==> src/inc/psc_defs.svh <==
// Offsets, field positions, reset values and sizes for the pin sharing control
`ifndef PSC_DEFS_SVH
`define PSC_DEFS_SVH

// ----------------------------------------------------------------
// Sizes
// ----------------------------------------------------------------
`define PSC_NPIN 14
`define PSC_NALT 4
`define PSC_NPA 6
`define PSC_NPB 8
`define PSC_AW 4
`define PSC_DW 8

// ----------------------------------------------------------------
// Register offsets
// ----------------------------------------------------------------
`define PSC_OFS_DATA_A 4'h0
`define PSC_OFS_DIR_A 4'h1
`define PSC_OFS_PULL_A 4'h2
`define PSC_OFS_SLEW_A 4'h3
`define PSC_OFS_DRV_A 4'h4
`define PSC_OFS_DATA_B 4'h5
`define PSC_OFS_DIR_B 4'h6
`define PSC_OFS_PULL_B 4'h7
`define PSC_OFS_SLEW_B 4'h8
`define PSC_OFS_DRV_B 4'h9
`define PSC_OFS_OPT2 4'hA
`define PSC_OFS_OWN_SEL 4'hB
`define PSC_OFS_OWN_STAT 4'hC

// ----------------------------------------------------------------
// Fields and reset values
// ----------------------------------------------------------------
`define PSC_OPT2_RELOC_BIT 0
`define PSC_RST_BYTE 8'h00
`define PSC_RST_RELOC 1'b0

// ----------------------------------------------------------------
// Fixed sharing positions (pin index, alternative slot index)
// ----------------------------------------------------------------
`define PSC_TW_SLOT 1
`define PSC_ADC_SLOT 2
`define PSC_CMP_SLOT 3
`define PSC_PIN_SDA_DEF 2
`define PSC_PIN_SCL_DEF 3
`define PSC_PIN_SDA_ALT 12
`define PSC_PIN_SCL_ALT 13
`define PSC_ANA_SHARE_MASK 14'h0003

`endif

==> src/inc/psc_pkg.sv <==
// Types shared by the pin sharing control design
package psc_pkg;

   // One function's request on a pin
   typedef struct packed {
      logic en;
      logic oe;
      logic dout;
      logic ana;
   } psc_fn_t;

   // Conditioned drive for one pad
   typedef struct packed {
      logic oe;
      logic dout;
      logic slew;
      logic hdrv;
      logic pull;
   } psc_pad_t;

   typedef enum logic [2:0] {PSC_OWN_PORT, PSC_OWN_ALT1, PSC_OWN_ALT2, PSC_OWN_ALT3,
      PSC_OWN_ALT4} psc_owner_t;

endpackage

==> src/hdl/psc_pin_cell.sv <==
// Output conditioning for one shared pin
`timescale 1ns/1ps
module psc_pin_cell (
   input wire logic clk_i, // Bus clock
   input wire logic rst_n_i, // Synchronous reset, active low
   input wire logic oe_i, // Owner drives the pin
   input wire logic dout_i, // Owner's output level
   input wire logic ana_i, // Owner is an analog function
   input wire logic slew_i, // Slew limit enable bit
   input wire logic hdrv_i, // High drive select bit
   input wire logic pull_i, // Pullup enable bit
   output psc_pkg::psc_pad_t pad_o // Registered pad controls
);

   psc_pkg::psc_pad_t pad_reg;
   psc_pkg::psc_pad_t pad_next;

   // ----------------------------------------------------------------
   // Conditioning
   // ----------------------------------------------------------------
   always_comb begin
      pad_next.oe = oe_i && !ana_i;
      pad_next.dout = oe_i && !ana_i && dout_i;
      pad_next.slew = pad_next.oe && slew_i;
      pad_next.hdrv = pad_next.oe && hdrv_i;
      pad_next.pull = pull_i && !oe_i && !ana_i;
   end

   always_ff @(posedge clk_i) begin
      if (!rst_n_i) begin
         pad_reg <= '0;
      end else begin
         pad_reg <= pad_next;
      end
   end

   assign pad_o = pad_reg;
endmodule // psc_pin_cell

==> src/hdl/psc_top.sv <==
// Pin sharing control: registers, priority arbitration and pad conditioning
// ----------------------------------------------------------------
// Overview of operation
// - Per-pin slew limit bit limits output edges
// - Slew bit ignored while pin is input
// - Per-pin bit selects high output drive
// - Highest priority enabled module owns pin
// - Two-wire pins relocatable; reset on A2/A3
// - Comparator and converter share pins 0 and 1 together
// - Pullup off whenever pin drives output
// ----------------------------------------------------------------
//
// The plain strobed port and the register offsets were left to the implementer.
`timescale 1ns/1ps
`include "psc_defs.svh"
module psc_top (
   input wire logic clk_i, // Bus clock, 100 MHz
   input wire logic rst_n_i, // Synchronous reset, active low
   input wire logic [`PSC_AW-1:0] addr_i, // Register address
   input wire logic [`PSC_DW-1:0] wdata_i, // Write data
   input wire logic wr_i, // Write strobe
   input wire logic rd_i, // Read strobe
   output logic [`PSC_DW-1:0] rdata_o, // Read data, cycle after rd_i
   input psc_pkg::psc_fn_t [`PSC_NPIN-1:0][`PSC_NALT-1:0] alt_fn_i, // Module requests
   input psc_pkg::psc_fn_t tw_sda_i, // Two-wire data request
   input psc_pkg::psc_fn_t tw_scl_i, // Two-wire clock request
   input wire logic [`PSC_NPIN-1:0] pad_in_i, // Pad input levels
   output logic [`PSC_NPIN-1:0] pin_in_o, // Synchronised pin levels
   output logic [`PSC_NPIN-1:0][`PSC_NALT:0] grant_o, // Pin access per slot
   output psc_pkg::psc_pad_t [`PSC_NPIN-1:0] pad_o // Pad drive controls
);

   // ----------------------------------------------------------------
   // Register state
   // ----------------------------------------------------------------
   logic [`PSC_NPIN-1:0] data_reg, data_next;
   logic [`PSC_NPIN-1:0] dir_reg, dir_next;
   logic [`PSC_NPIN-1:0] pull_reg, pull_next;
   logic [`PSC_NPIN-1:0] slew_reg, slew_next;
   logic [`PSC_NPIN-1:0] drv_reg, drv_next;
   logic reloc_reg, reloc_next;
   logic [3:0] own_sel_reg, own_sel_next;
   logic [`PSC_DW-1:0] rdata_reg, rdata_next;
   logic [`PSC_NPIN-1:0] sync1_reg, sync2_reg;

   logic [`PSC_DW-1:0] own_stat;
   psc_pkg::psc_fn_t [`PSC_NPIN-1:0][`PSC_NALT-1:0] eff_fn;
   psc_pkg::psc_owner_t [`PSC_NPIN-1:0] owner;
   logic [`PSC_NPIN-1:0] sel_oe, sel_dout, sel_ana, share_hit;
   // Analog sharing is wired per pin, not chosen by software
   logic [`PSC_NPIN-1:0] ana_share;

   assign ana_share = `PSC_ANA_SHARE_MASK;

   // ----------------------------------------------------------------
   // Pad input synchroniser
   // ----------------------------------------------------------------
   always_ff @(posedge clk_i) begin
      if (!rst_n_i) begin
         sync1_reg <= '0;
         sync2_reg <= '0;
      end else begin
         sync1_reg <= pad_in_i;
         sync2_reg <= sync1_reg;
      end
   end

   assign pin_in_o = sync2_reg;

   // ----------------------------------------------------------------
   // Register writes
   // ----------------------------------------------------------------
   always_comb begin
      data_next = data_reg;
      dir_next = dir_reg;
      pull_next = pull_reg;
      slew_next = slew_reg;
      drv_next = drv_reg;
      reloc_next = reloc_reg;
      own_sel_next = own_sel_reg;
      if (wr_i) begin
         unique case (addr_i)
            `PSC_OFS_DATA_A: data_next[`PSC_NPA-1:0] = wdata_i[`PSC_NPA-1:0];
            `PSC_OFS_DIR_A: dir_next[`PSC_NPA-1:0] = wdata_i[`PSC_NPA-1:0];
            `PSC_OFS_PULL_A: pull_next[`PSC_NPA-1:0] = wdata_i[`PSC_NPA-1:0];
            `PSC_OFS_SLEW_A: slew_next[`PSC_NPA-1:0] = wdata_i[`PSC_NPA-1:0];
            `PSC_OFS_DRV_A: drv_next[`PSC_NPA-1:0] = wdata_i[`PSC_NPA-1:0];
            `PSC_OFS_DATA_B: data_next[`PSC_NPIN-1:`PSC_NPA] = wdata_i;
            `PSC_OFS_DIR_B: dir_next[`PSC_NPIN-1:`PSC_NPA] = wdata_i;
            `PSC_OFS_PULL_B: pull_next[`PSC_NPIN-1:`PSC_NPA] = wdata_i;
            `PSC_OFS_SLEW_B: slew_next[`PSC_NPIN-1:`PSC_NPA] = wdata_i;
            `PSC_OFS_DRV_B: drv_next[`PSC_NPIN-1:`PSC_NPA] = wdata_i;
            `PSC_OFS_OPT2: reloc_next = wdata_i[`PSC_OPT2_RELOC_BIT];
            `PSC_OFS_OWN_SEL: own_sel_next = wdata_i[3:0];
            default: ;
         endcase
      end
   end

   always_ff @(posedge clk_i) begin
      if (!rst_n_i) begin
         data_reg <= '0;
         dir_reg <= '0;
         pull_reg <= '0;
         slew_reg <= '0;
         drv_reg <= '0;
         reloc_reg <= `PSC_RST_RELOC;
         own_sel_reg <= 4'h0;
      end else begin
         data_reg <= data_next;
         dir_reg <= dir_next;
         pull_reg <= pull_next;
         slew_reg <= slew_next;
         drv_reg <= drv_next;
         reloc_reg <= reloc_next;
         own_sel_reg <= own_sel_next;
      end
   end

   // ----------------------------------------------------------------
   // Register reads
   // ----------------------------------------------------------------
   // Data reads show the pad level, so a driven pin reads back what it shows
   always_comb begin
      rdata_next = `PSC_RST_BYTE;
      if (rd_i) begin
         unique case (addr_i)
            `PSC_OFS_DATA_A: rdata_next = {2'h0, sync2_reg[`PSC_NPA-1:0]};
            `PSC_OFS_DIR_A: rdata_next = {2'h0, dir_reg[`PSC_NPA-1:0]};
            `PSC_OFS_PULL_A: rdata_next = {2'h0, pull_reg[`PSC_NPA-1:0]};
            `PSC_OFS_SLEW_A: rdata_next = {2'h0, slew_reg[`PSC_NPA-1:0]};
            `PSC_OFS_DRV_A: rdata_next = {2'h0, drv_reg[`PSC_NPA-1:0]};
            `PSC_OFS_DATA_B: rdata_next = sync2_reg[`PSC_NPIN-1:`PSC_NPA];
            `PSC_OFS_DIR_B: rdata_next = dir_reg[`PSC_NPIN-1:`PSC_NPA];
            `PSC_OFS_PULL_B: rdata_next = pull_reg[`PSC_NPIN-1:`PSC_NPA];
            `PSC_OFS_SLEW_B: rdata_next = slew_reg[`PSC_NPIN-1:`PSC_NPA];
            `PSC_OFS_DRV_B: rdata_next = drv_reg[`PSC_NPIN-1:`PSC_NPA];
            `PSC_OFS_OPT2: rdata_next = {7'h00, reloc_reg};
            `PSC_OFS_OWN_SEL: rdata_next = {4'h0, own_sel_reg};
            `PSC_OFS_OWN_STAT: rdata_next = own_stat;
            default: rdata_next = `PSC_RST_BYTE;
         endcase
      end
   end

   always_ff @(posedge clk_i) begin
      if (!rst_n_i) begin
         rdata_reg <= `PSC_RST_BYTE;
      end else begin
         rdata_reg <= rdata_next;
      end
   end

   assign rdata_o = rdata_reg;

   // Owner status of the selected pin; out-of-range selects read zero
   always_comb begin
      own_stat = `PSC_RST_BYTE;
      if (own_sel_reg < 4'(`PSC_NPIN)) begin
         own_stat = {3'h0, pad_o[own_sel_reg].pull, share_hit[own_sel_reg],
            owner[own_sel_reg]};
      end
   end

   // ----------------------------------------------------------------
   // Two-wire routing
   // ----------------------------------------------------------------
   // Unselected location sees its two-wire slot as disabled
   always_comb begin
      eff_fn = alt_fn_i;
      eff_fn[`PSC_PIN_SDA_DEF][`PSC_TW_SLOT] = reloc_reg ? '0 : tw_sda_i;
      eff_fn[`PSC_PIN_SCL_DEF][`PSC_TW_SLOT] = reloc_reg ? '0 : tw_scl_i;
      eff_fn[`PSC_PIN_SDA_ALT][`PSC_TW_SLOT] = reloc_reg ? tw_sda_i : '0;
      eff_fn[`PSC_PIN_SCL_ALT][`PSC_TW_SLOT] = reloc_reg ? tw_scl_i : '0;
   end

   // ----------------------------------------------------------------
   // Per-pin arbitration and conditioning
   // ----------------------------------------------------------------
   for (genvar p = 0; p < `PSC_NPIN; p++) begin : g_pin
      always_comb begin
         owner[p] = psc_pkg::PSC_OWN_PORT;
         sel_oe[p] = dir_reg[p];
         sel_dout[p] = data_reg[p];
         sel_ana[p] = 1'b0;
         for (int s = 0; s < `PSC_NALT; s++) begin
            if (eff_fn[p][s].en) begin
               owner[p] = psc_pkg::psc_owner_t'(3'(s + 1));
               sel_oe[p] = eff_fn[p][s].oe;
               sel_dout[p] = eff_fn[p][s].dout;
               sel_ana[p] = eff_fn[p][s].ana;
            end
         end
      end

      assign share_hit[p] = ana_share[p] && eff_fn[p][`PSC_CMP_SLOT].en &&
         eff_fn[p][`PSC_ADC_SLOT].en;

      always_comb begin
         grant_o[p] = '0;
         grant_o[p][owner[p]] = 1'b1;
         grant_o[p][`PSC_ADC_SLOT + 1] = grant_o[p][`PSC_ADC_SLOT + 1] || share_hit[p];
      end

      psc_pin_cell u_cell (
         .clk_i(clk_i),
         .rst_n_i(rst_n_i),
         .oe_i(sel_oe[p]),
         .dout_i(sel_dout[p]),
         .ana_i(sel_ana[p]),
         .slew_i(slew_reg[p]),
         .hdrv_i(drv_reg[p]),
         .pull_i(pull_reg[p]),
         .pad_o(pad_o[p])
      );

   end
endmodule // psc_top

==> config.mk <==
export PLATFORM = sky130hd
export DESIGN_NAME = psc_top
export DESIGN_NICKNAME = d
export VERILOG_FILES = /design/src/inc/psc_pkg.sv /design/src/hdl/psc_pin_cell.sv /design/src/hdl/psc_top.sv
export VERILOG_INCLUDE_DIRS = /design/src /design/src/inc
export SDC_FILE = /design/constraint.sdc
export NUM_CORES = 1
export LEC_CHECK = 0
export BUFFER_PORTS_ARGS = -buffer_cell sky130_fd_sc_hd__clkbuf_2
export CORE_AREA = 2 2 166 168
export CTS_CLUSTER_SIZE = 40
export DETAILED_ROUTE_END_ITERATION = 10
export DIE_AREA = 0 0 168 170
export SYNTH_ARGS = -nofsm -noshare
export SYNTH_HDL_FRONTEND = slang
export SYNTH_SLANG_ARGS = --single-unit
==> constraint.sdc <==
create_clock -name clk_i -period 2.53 [get_ports clk_i]
set_input_delay 0.506 -clock clk_i [delete_from_list [all_inputs] [get_ports clk_i]]
set_output_delay 0.506 -clock clk_i [all_outputs]
set_load 0.05 [all_outputs]
==> results.md, run 1 <==
- Status: completed
- CTS tree: yes
- ANT nets after route: 0
- PD cells: ~550 nW/µm²
- Register bit total from synthesis: about 180
- Die height: 170 µm
- Pint: between 0.004 and 0.005 W
- Site row count: 60
- Endpoints failing hold: 0
- Reg power frac: between 40% and 50%
- FF-to-FF path depth: 5
- Synthesized instance count: about 1100
- Post-synth top flop: dfxtp_1
- # H-tree levels: 4
- Lkg Pwr: 5.56 nW
- Routability cong.: about 0.97
- Share of cells above drive strength 1: a little over a third
- Via Count: slightly below 10000
- # DRC: 0
- Leading cell type in the layout, fill and taps excluded: clkbuf_2
- Crit-path slowest cell: dfxtp_2
- P&R area growth vs syn: 31.8%
- Yosys top cell area share: around two fifths
- GRT overflow: 0
- Area of the die: 28600 µm²
- HP Class: in -> reg
- Switching pwr: approximately 0.0022 W
- Clock buffer depth: 2
- Clock Pin Slew Worst Setup and Hold Paths: roughly 80 ps
- Nets: 1735
- IO Count: ~420
- Worst hold path stage count: 2
- Initial antenna violation count: 1
- Synth Warn #: 0
- DRT iter0 DRCs: slightly above 700
- Fmax: between 400 and 500 MHz
- Fraction of registers with async set/reset: 0%
- Cell taking the most area after synthesis: dfxtp_1
- Peak supply drop: 0.000312 V
- Post-Syn Area: roughly 9500 µm²
- Pin count of the biggest net entering global routing: between 50 and 60
- Synth Net Count: 1380
- Crit. End Element: output port
- Initial core utilization: a little over a third
- Worst-margin pin slew: roughly 820 ps
- Die X: around 170 µm
- Final setup violation count: 0
- Net Sw Frac: between 30% and 40%
- Hpwl dp: 28.8 mm
- Avg Synthesized Cell Area: 8.47 µm²
- MaxCap Viol Count: 0
- DRT Pass-1 Iters: 5
- Crit path required time: approximately 2000 ps
- Worst path cell trace: nand2_1, nor3_1, clkbuf_2
- Crit-path max FO: 17
- Slew HR: a little under half
- Setup TNS: 0 ps
- Clock Skew: 9.01 ps
- Clk_lat worst skew: roughly 440 ps
- Core area: about 27000 µm²
- Clock power frac: between 30% and 40%
- Clock Sinks: approximately 180
- CTS root buf: clkbuf_16
- Crit Path Class: reg -> out
- Most frequent cells in the layout: 406 x clkbuf_2, 180 x dfxtp_1, 114 x nand2_1
- Final period util: between 90% and 100%
- Number of synthesized flops with an enable pin: 0
- Logic pwr share: between 10% and 20%
- Detailed Route WL: approximately 37 mm
- DP Worst Slack: between 300 and 400 ps
- Total CTS buffers: 17
- Routed vias/inst: 5.27
- First-pass GRT wire length: between 50 and 60 mm
- Post-CTS Hold Buffers: 0
- Port Buffers: a little over 400
- Drt wl/cell: around 20 µm
- Count of different cell masters after synthesis: slightly below 70
- Dominant cells by area after synthesis: dfxtp_1 38%, mux2i_1 8.1%, and2_1 5.6%, nor2b_1 5.4%, nand2_1 4.5%
- Slew Limit Fails: 0
- Number of global-route vias before repair: 9100
- RSZ-0062 raised after global routing: false
- CP peak stage delay: ~500 ps
- CP Data Arrival Time: about 1800 ps
- Gr usage total: between 20 and 30%
- Crit path launch type: register
- Fill cells: 2655
- Sequential share of the synthesized area: 38.3%
- Tmin final: 2340 ps
- Final worst slack: roughly 190 ps
- Max reg flops: 70
## worst paths after layout
check	to	slack, ps	from
hold reg to reg	pin_in_o[6]	440	sync1_reg[6]
hold / removal	sync1_reg[6]	260	pad_in_i[6]
setup reg to reg	rdata_o[0]	420	own_sel_reg[1]
setup / recovery	grant_o[62]	190	reloc_reg
## what timing repair did
item	CTS	global route
setup endpoints to repair	0	6
resized for setup	0	1
buffers inserted	0	0
## power by group through the flow
stage	Combinational [W]	Sequential (W)	Clock [W]
2_1_floorplan	0.000660	0.00313	0
3_3_place_gp	0.00124	0.00301	0
3_5_place_dp	0.00125	0.00302	0
4_1_cts	0.00125	0.00295	0.00272
5_1_grt	0.00135	0.00296	0.00285
6_report	0.00126	0.00295	0.00268
## area by class of cell
class	instances	area, µm²	area share [%]
clock inverters	14	156	1.25
well taps	341	427	3.42
multi-input cells	813	5440	43.6
inverters	19	71.3	0.572
repair buffers	441	2320	18.6
clock buffers	18	439	3.52
diodes	1	2.50	0.0201
flip-flops and latches	181	3620	29.1
## synth_stat cells (6+ instances only)
master      n
dfxtp_1   181
nand2_1   114
and2_1     84
nor2b_1    81
clkbuf_1   77
mux2i_1    77
nor2_1     66
o21ai_0    55
a21boi_0   46
nand2b_1   26
nand3_1    25
buf_2      21
nor3_1     21
a211oi_1   20
inv_1      19
a21oi_1    15
a221oi_1   14
o31ai_1    13
nor4_1     12
o221ai_1   10
and3_1      9
a22oi_1     8
nor3b_1     8
nor4b_1     7
o22ai_1     7
o311ai_0    7
mux2_2      6
o311ai_1    6
## per-layer routing
layer	vias to the layer above	track usage, %	wire length [µm]
met2	411	42.3	17500
met4	0	8.20	957
li1	4669	-	-
met3	45	4.53	2520
met1	4506	32.5	15700
met5	-	0	0
## critical path, delay by kind of cell (launching register included)
| family | cells | cell delay, ps |
|---|---|---|
| buffers and inverters | 1 | 340 |
| flip-flops | 1 | 500 |
| AND/OR/NAND/NOR | 2 | 540 |
## kinds of logic (layout without fill, tap and decap cells)
kind of cell           count (synthesis)  count (layout)  synth area share, %
buffers and inverters                124             492                 5.43
other                                  0               1                    0
DFF                                  181             181                 38.3
muxes                                 89              89                 10.4
AOI/OAI and AO/OA                    250             250                 19.3
and+or+nand+nor                      474             474                 26.7
## stage by stage
stage / cells / utilization, % / area, µm² / power, W / hold slack, ps
3_3_place_gp: 1795 / 44.6 / 11900 / 0.00426 / 416
6_report: 1828 / 46.8 / 12500 / 0.00688 / 261
3_5_place_dp: 1795 / 44.6 / 11900 / 0.00426 / 418
4_1_cts: 1827 / 46.8 / 12500 / 0.00692 / 251
5_1_grt: 1828 / 46.8 / 12500 / 0.00715 / 257
2_1_floorplan: 1118 / - / 9570 / 0.00379 / 412
Power figures use the tool's default switching activity.
==> inputs of run 2 (changes only) <==
HOLD_SLACK_MARGIN = 0.02   (was default)
PLACE_DENSITY = 0.63   (was default)
==> run 2 against run 1 <==
Register-to-register slack barely moved. Sequential cell count unchanged. Fmax grew 4.4%. Critical endpoint is now grant_o[67]. Largest power group unchanged.
==> results.md, run 2 (synthesized netlist as in run 1, its figures left out) <==
- Status: completed (unchanged)
- Detailed Route WL: 36.6 mm (was 36.7 mm)
- DRT iter0 DRCs: 720 (was 719)
- Total CTS buffers: 17 (unchanged)
- Crit Path Class: reg -> out (unchanged)
- Clock buffer depth: 2 (unchanged)
- Power Total: 0.00682 W (was 0.00688 W)
- Area of the die: 28600 µm² (unchanged)
- Slew Limit Fails: 0 (unchanged)
- Share of cells above drive strength 1: 34.9% (unchanged)
- Slew HR: 43.6% (was 45.1%)
- Flop-to-flop setup slack: 410 ps (was 420 ps)
- CP Launch Point: reloc_reg (unchanged)
- Final setup violation count: 0 (unchanged)
- Port Buffers: 407 (unchanged)
- GRT overflow: 0 (unchanged)
- Hpwl dp: 28.8 mm (about the same)
- MaxCap Viol Count: 0 (unchanged)
- CTS tree: yes (unchanged)
- Pin count of the biggest net entering global routing: 38 (was 58)
- # DRC: 0 (unchanged)
- Most frequent cells in the layout: 406 x clkbuf_2, 180 x dfxtp_1, 114 x nand2_1 (unchanged)
- Clk_lat worst skew: 450 ps (was 440 ps)
- Crit. End Element: output port (unchanged)
- IO Count: 424 (unchanged)
- Nets: 1735 (unchanged)
- Endpoints failing hold: 0 (unchanged)
- Clock Sinks: 181 (unchanged)
- Via Count: 9705 (was 9631)
- Critical R2R Launch: own_sel_reg[1] (unchanged)
- Crit-path max FO: 11 (was 17)
- CTS root buf: clkbuf_16 (unchanged)
- Initial core utilization: 35.5% (unchanged)
- Lkg Pwr: 5.55 nW (was 5.56 nW)
- Number of diodes: 0 (was 1)
- Drt wl/cell: 20.0 µm (was 20.1 µm)
- PD cells: 549 nW/µm² (was 552 nW/µm²)
- Crit path launch type: register (unchanged)
- RSZ-0062 raised after global routing: false (unchanged)
- Hold_ws: 258 ps (was 261 ps)
- Gr usage total: 24.8% (was 25.1%)
- Clock Skew: 11.7 ps (was 9.01 ps)
- Leading cell type in the layout, fill and taps excluded: clkbuf_2 (unchanged)
- Number of global-route vias before repair: 9045 (was 9100)
- # H-tree levels: 4 (unchanged)
- P&R area growth vs syn: 31.4% (was 31.8%)
- Die X: 168 µm (unchanged)
- Site row count: 60 (unchanged)
- Crit-path slowest cell: dfxtp_2 (unchanged)
- Worst-margin pin slew: 845 ps (was 823 ps)
- Routability cong.: 0.940 (was 0.970)
- Crit path required time: 2020 ps (about the same)
- Fmax: 446 MHz (was 427 MHz)
- Core area: 26700 µm² (unchanged)
- DRT Pass-1 Iters: 6 (was 5)
- Tmin final: 2240 ps (was 2340 ps)
- Die height: 170 µm (unchanged)
- Routed vias/inst: 5.31 (was 5.27)
- Setup TNS: 0 ps (unchanged)
- Peak supply drop: 0.000334 V (was 0.000312 V)
- CP Data Arrival Time: 1740 ps (was 1840 ps)
- CP peak stage delay: 430 ps (was 500 ps)
- Worst path cell trace: buf_4, nand2_1, nor3_1, clkbuf_2 (was nand2_1, nor3_1, clkbuf_2)
- ANT nets after route: 0 (unchanged)
- First-pass GRT wire length: 54.1 mm (was 54.5 mm)
- Post-CTS Hold Buffers: 0 (unchanged)
- Clock Pin Slew Worst Setup and Hold Paths: 80 ps (about the same)
- Hold_sp: pad_in_i[7] (was pad_in_i[6])
- Max reg flops: 70 (unchanged)
- Final period util: 88.7% (was 92.6%)
- HP Class: in -> reg (unchanged)
- Initial antenna violation count: 0 (was 1)
[run 2: final cells by class]
cell class | count | area (µm²)
Fill cell | 2672 | 14200
Multi-Input combinational cell | 813 | 5440
Sequential cell | 181 | 3620
Timing Repair Buffer | 441 | 2310
Clock buffer | 18 | 439
Tap cell | 341 | 427
Clock inverter | 14 | 133
Inverter | 19 | 71.3
[run 2: final timing paths]
check                       to  depth (start not counted)
hold / removal    sync1_reg[7]                          2
hold reg to reg    pin_in_o[3]                          1
setup / recovery   grant_o[67]                          4
setup reg to reg    rdata_o[0]                          4
[run 2: critical path: cells and delay by family (launching register included)]
family                 cells  cell delay, ps
buffers and inverters      2             480
and+or+nand+nor            2             390
DFF                        1             430
[run 2: where the power goes]
part | switching (W) | internal [W]
logic | 0.000824 | 0.000431
clock network | 0.00129 | 0.00133
registers | 0.0000379 | 0.00291
total | 0.00215 | 0.00467
[run 2: metrics by stage]
stage	std cells	cell area (µm²)	worst slack, ps	utilization, %
2_1_floorplan	1118	9570	73.1	-
3_3_place_gp	1795	11900	457	44.5
3_5_place_dp	1795	11900	392	44.5
4_1_cts	1827	12400	161	46.7
5_1_grt	1827	12400	87.7	46.7
6_report	1827	12400	286	46.7
[run 2: repair_timing]
| action | CTS | global route |
|---|---|---|
| endpoints found under the setup margin | 0 | 1 |
| gates resized for setup | 0 | 1 |
| setup buffers | 0 | 0 |
[run 2: metal layers]
metal / vias to the layer above / global-route usage, % / wire [µm]
met1: 4577 / 31.1 / 15400
met4: 0 / 7.52 / 856
met2: 419 / 43.0 / 17900
met3: 48 / 4.77 / 2440
li1: 4661 / - / -
met5: - / 0 / 0
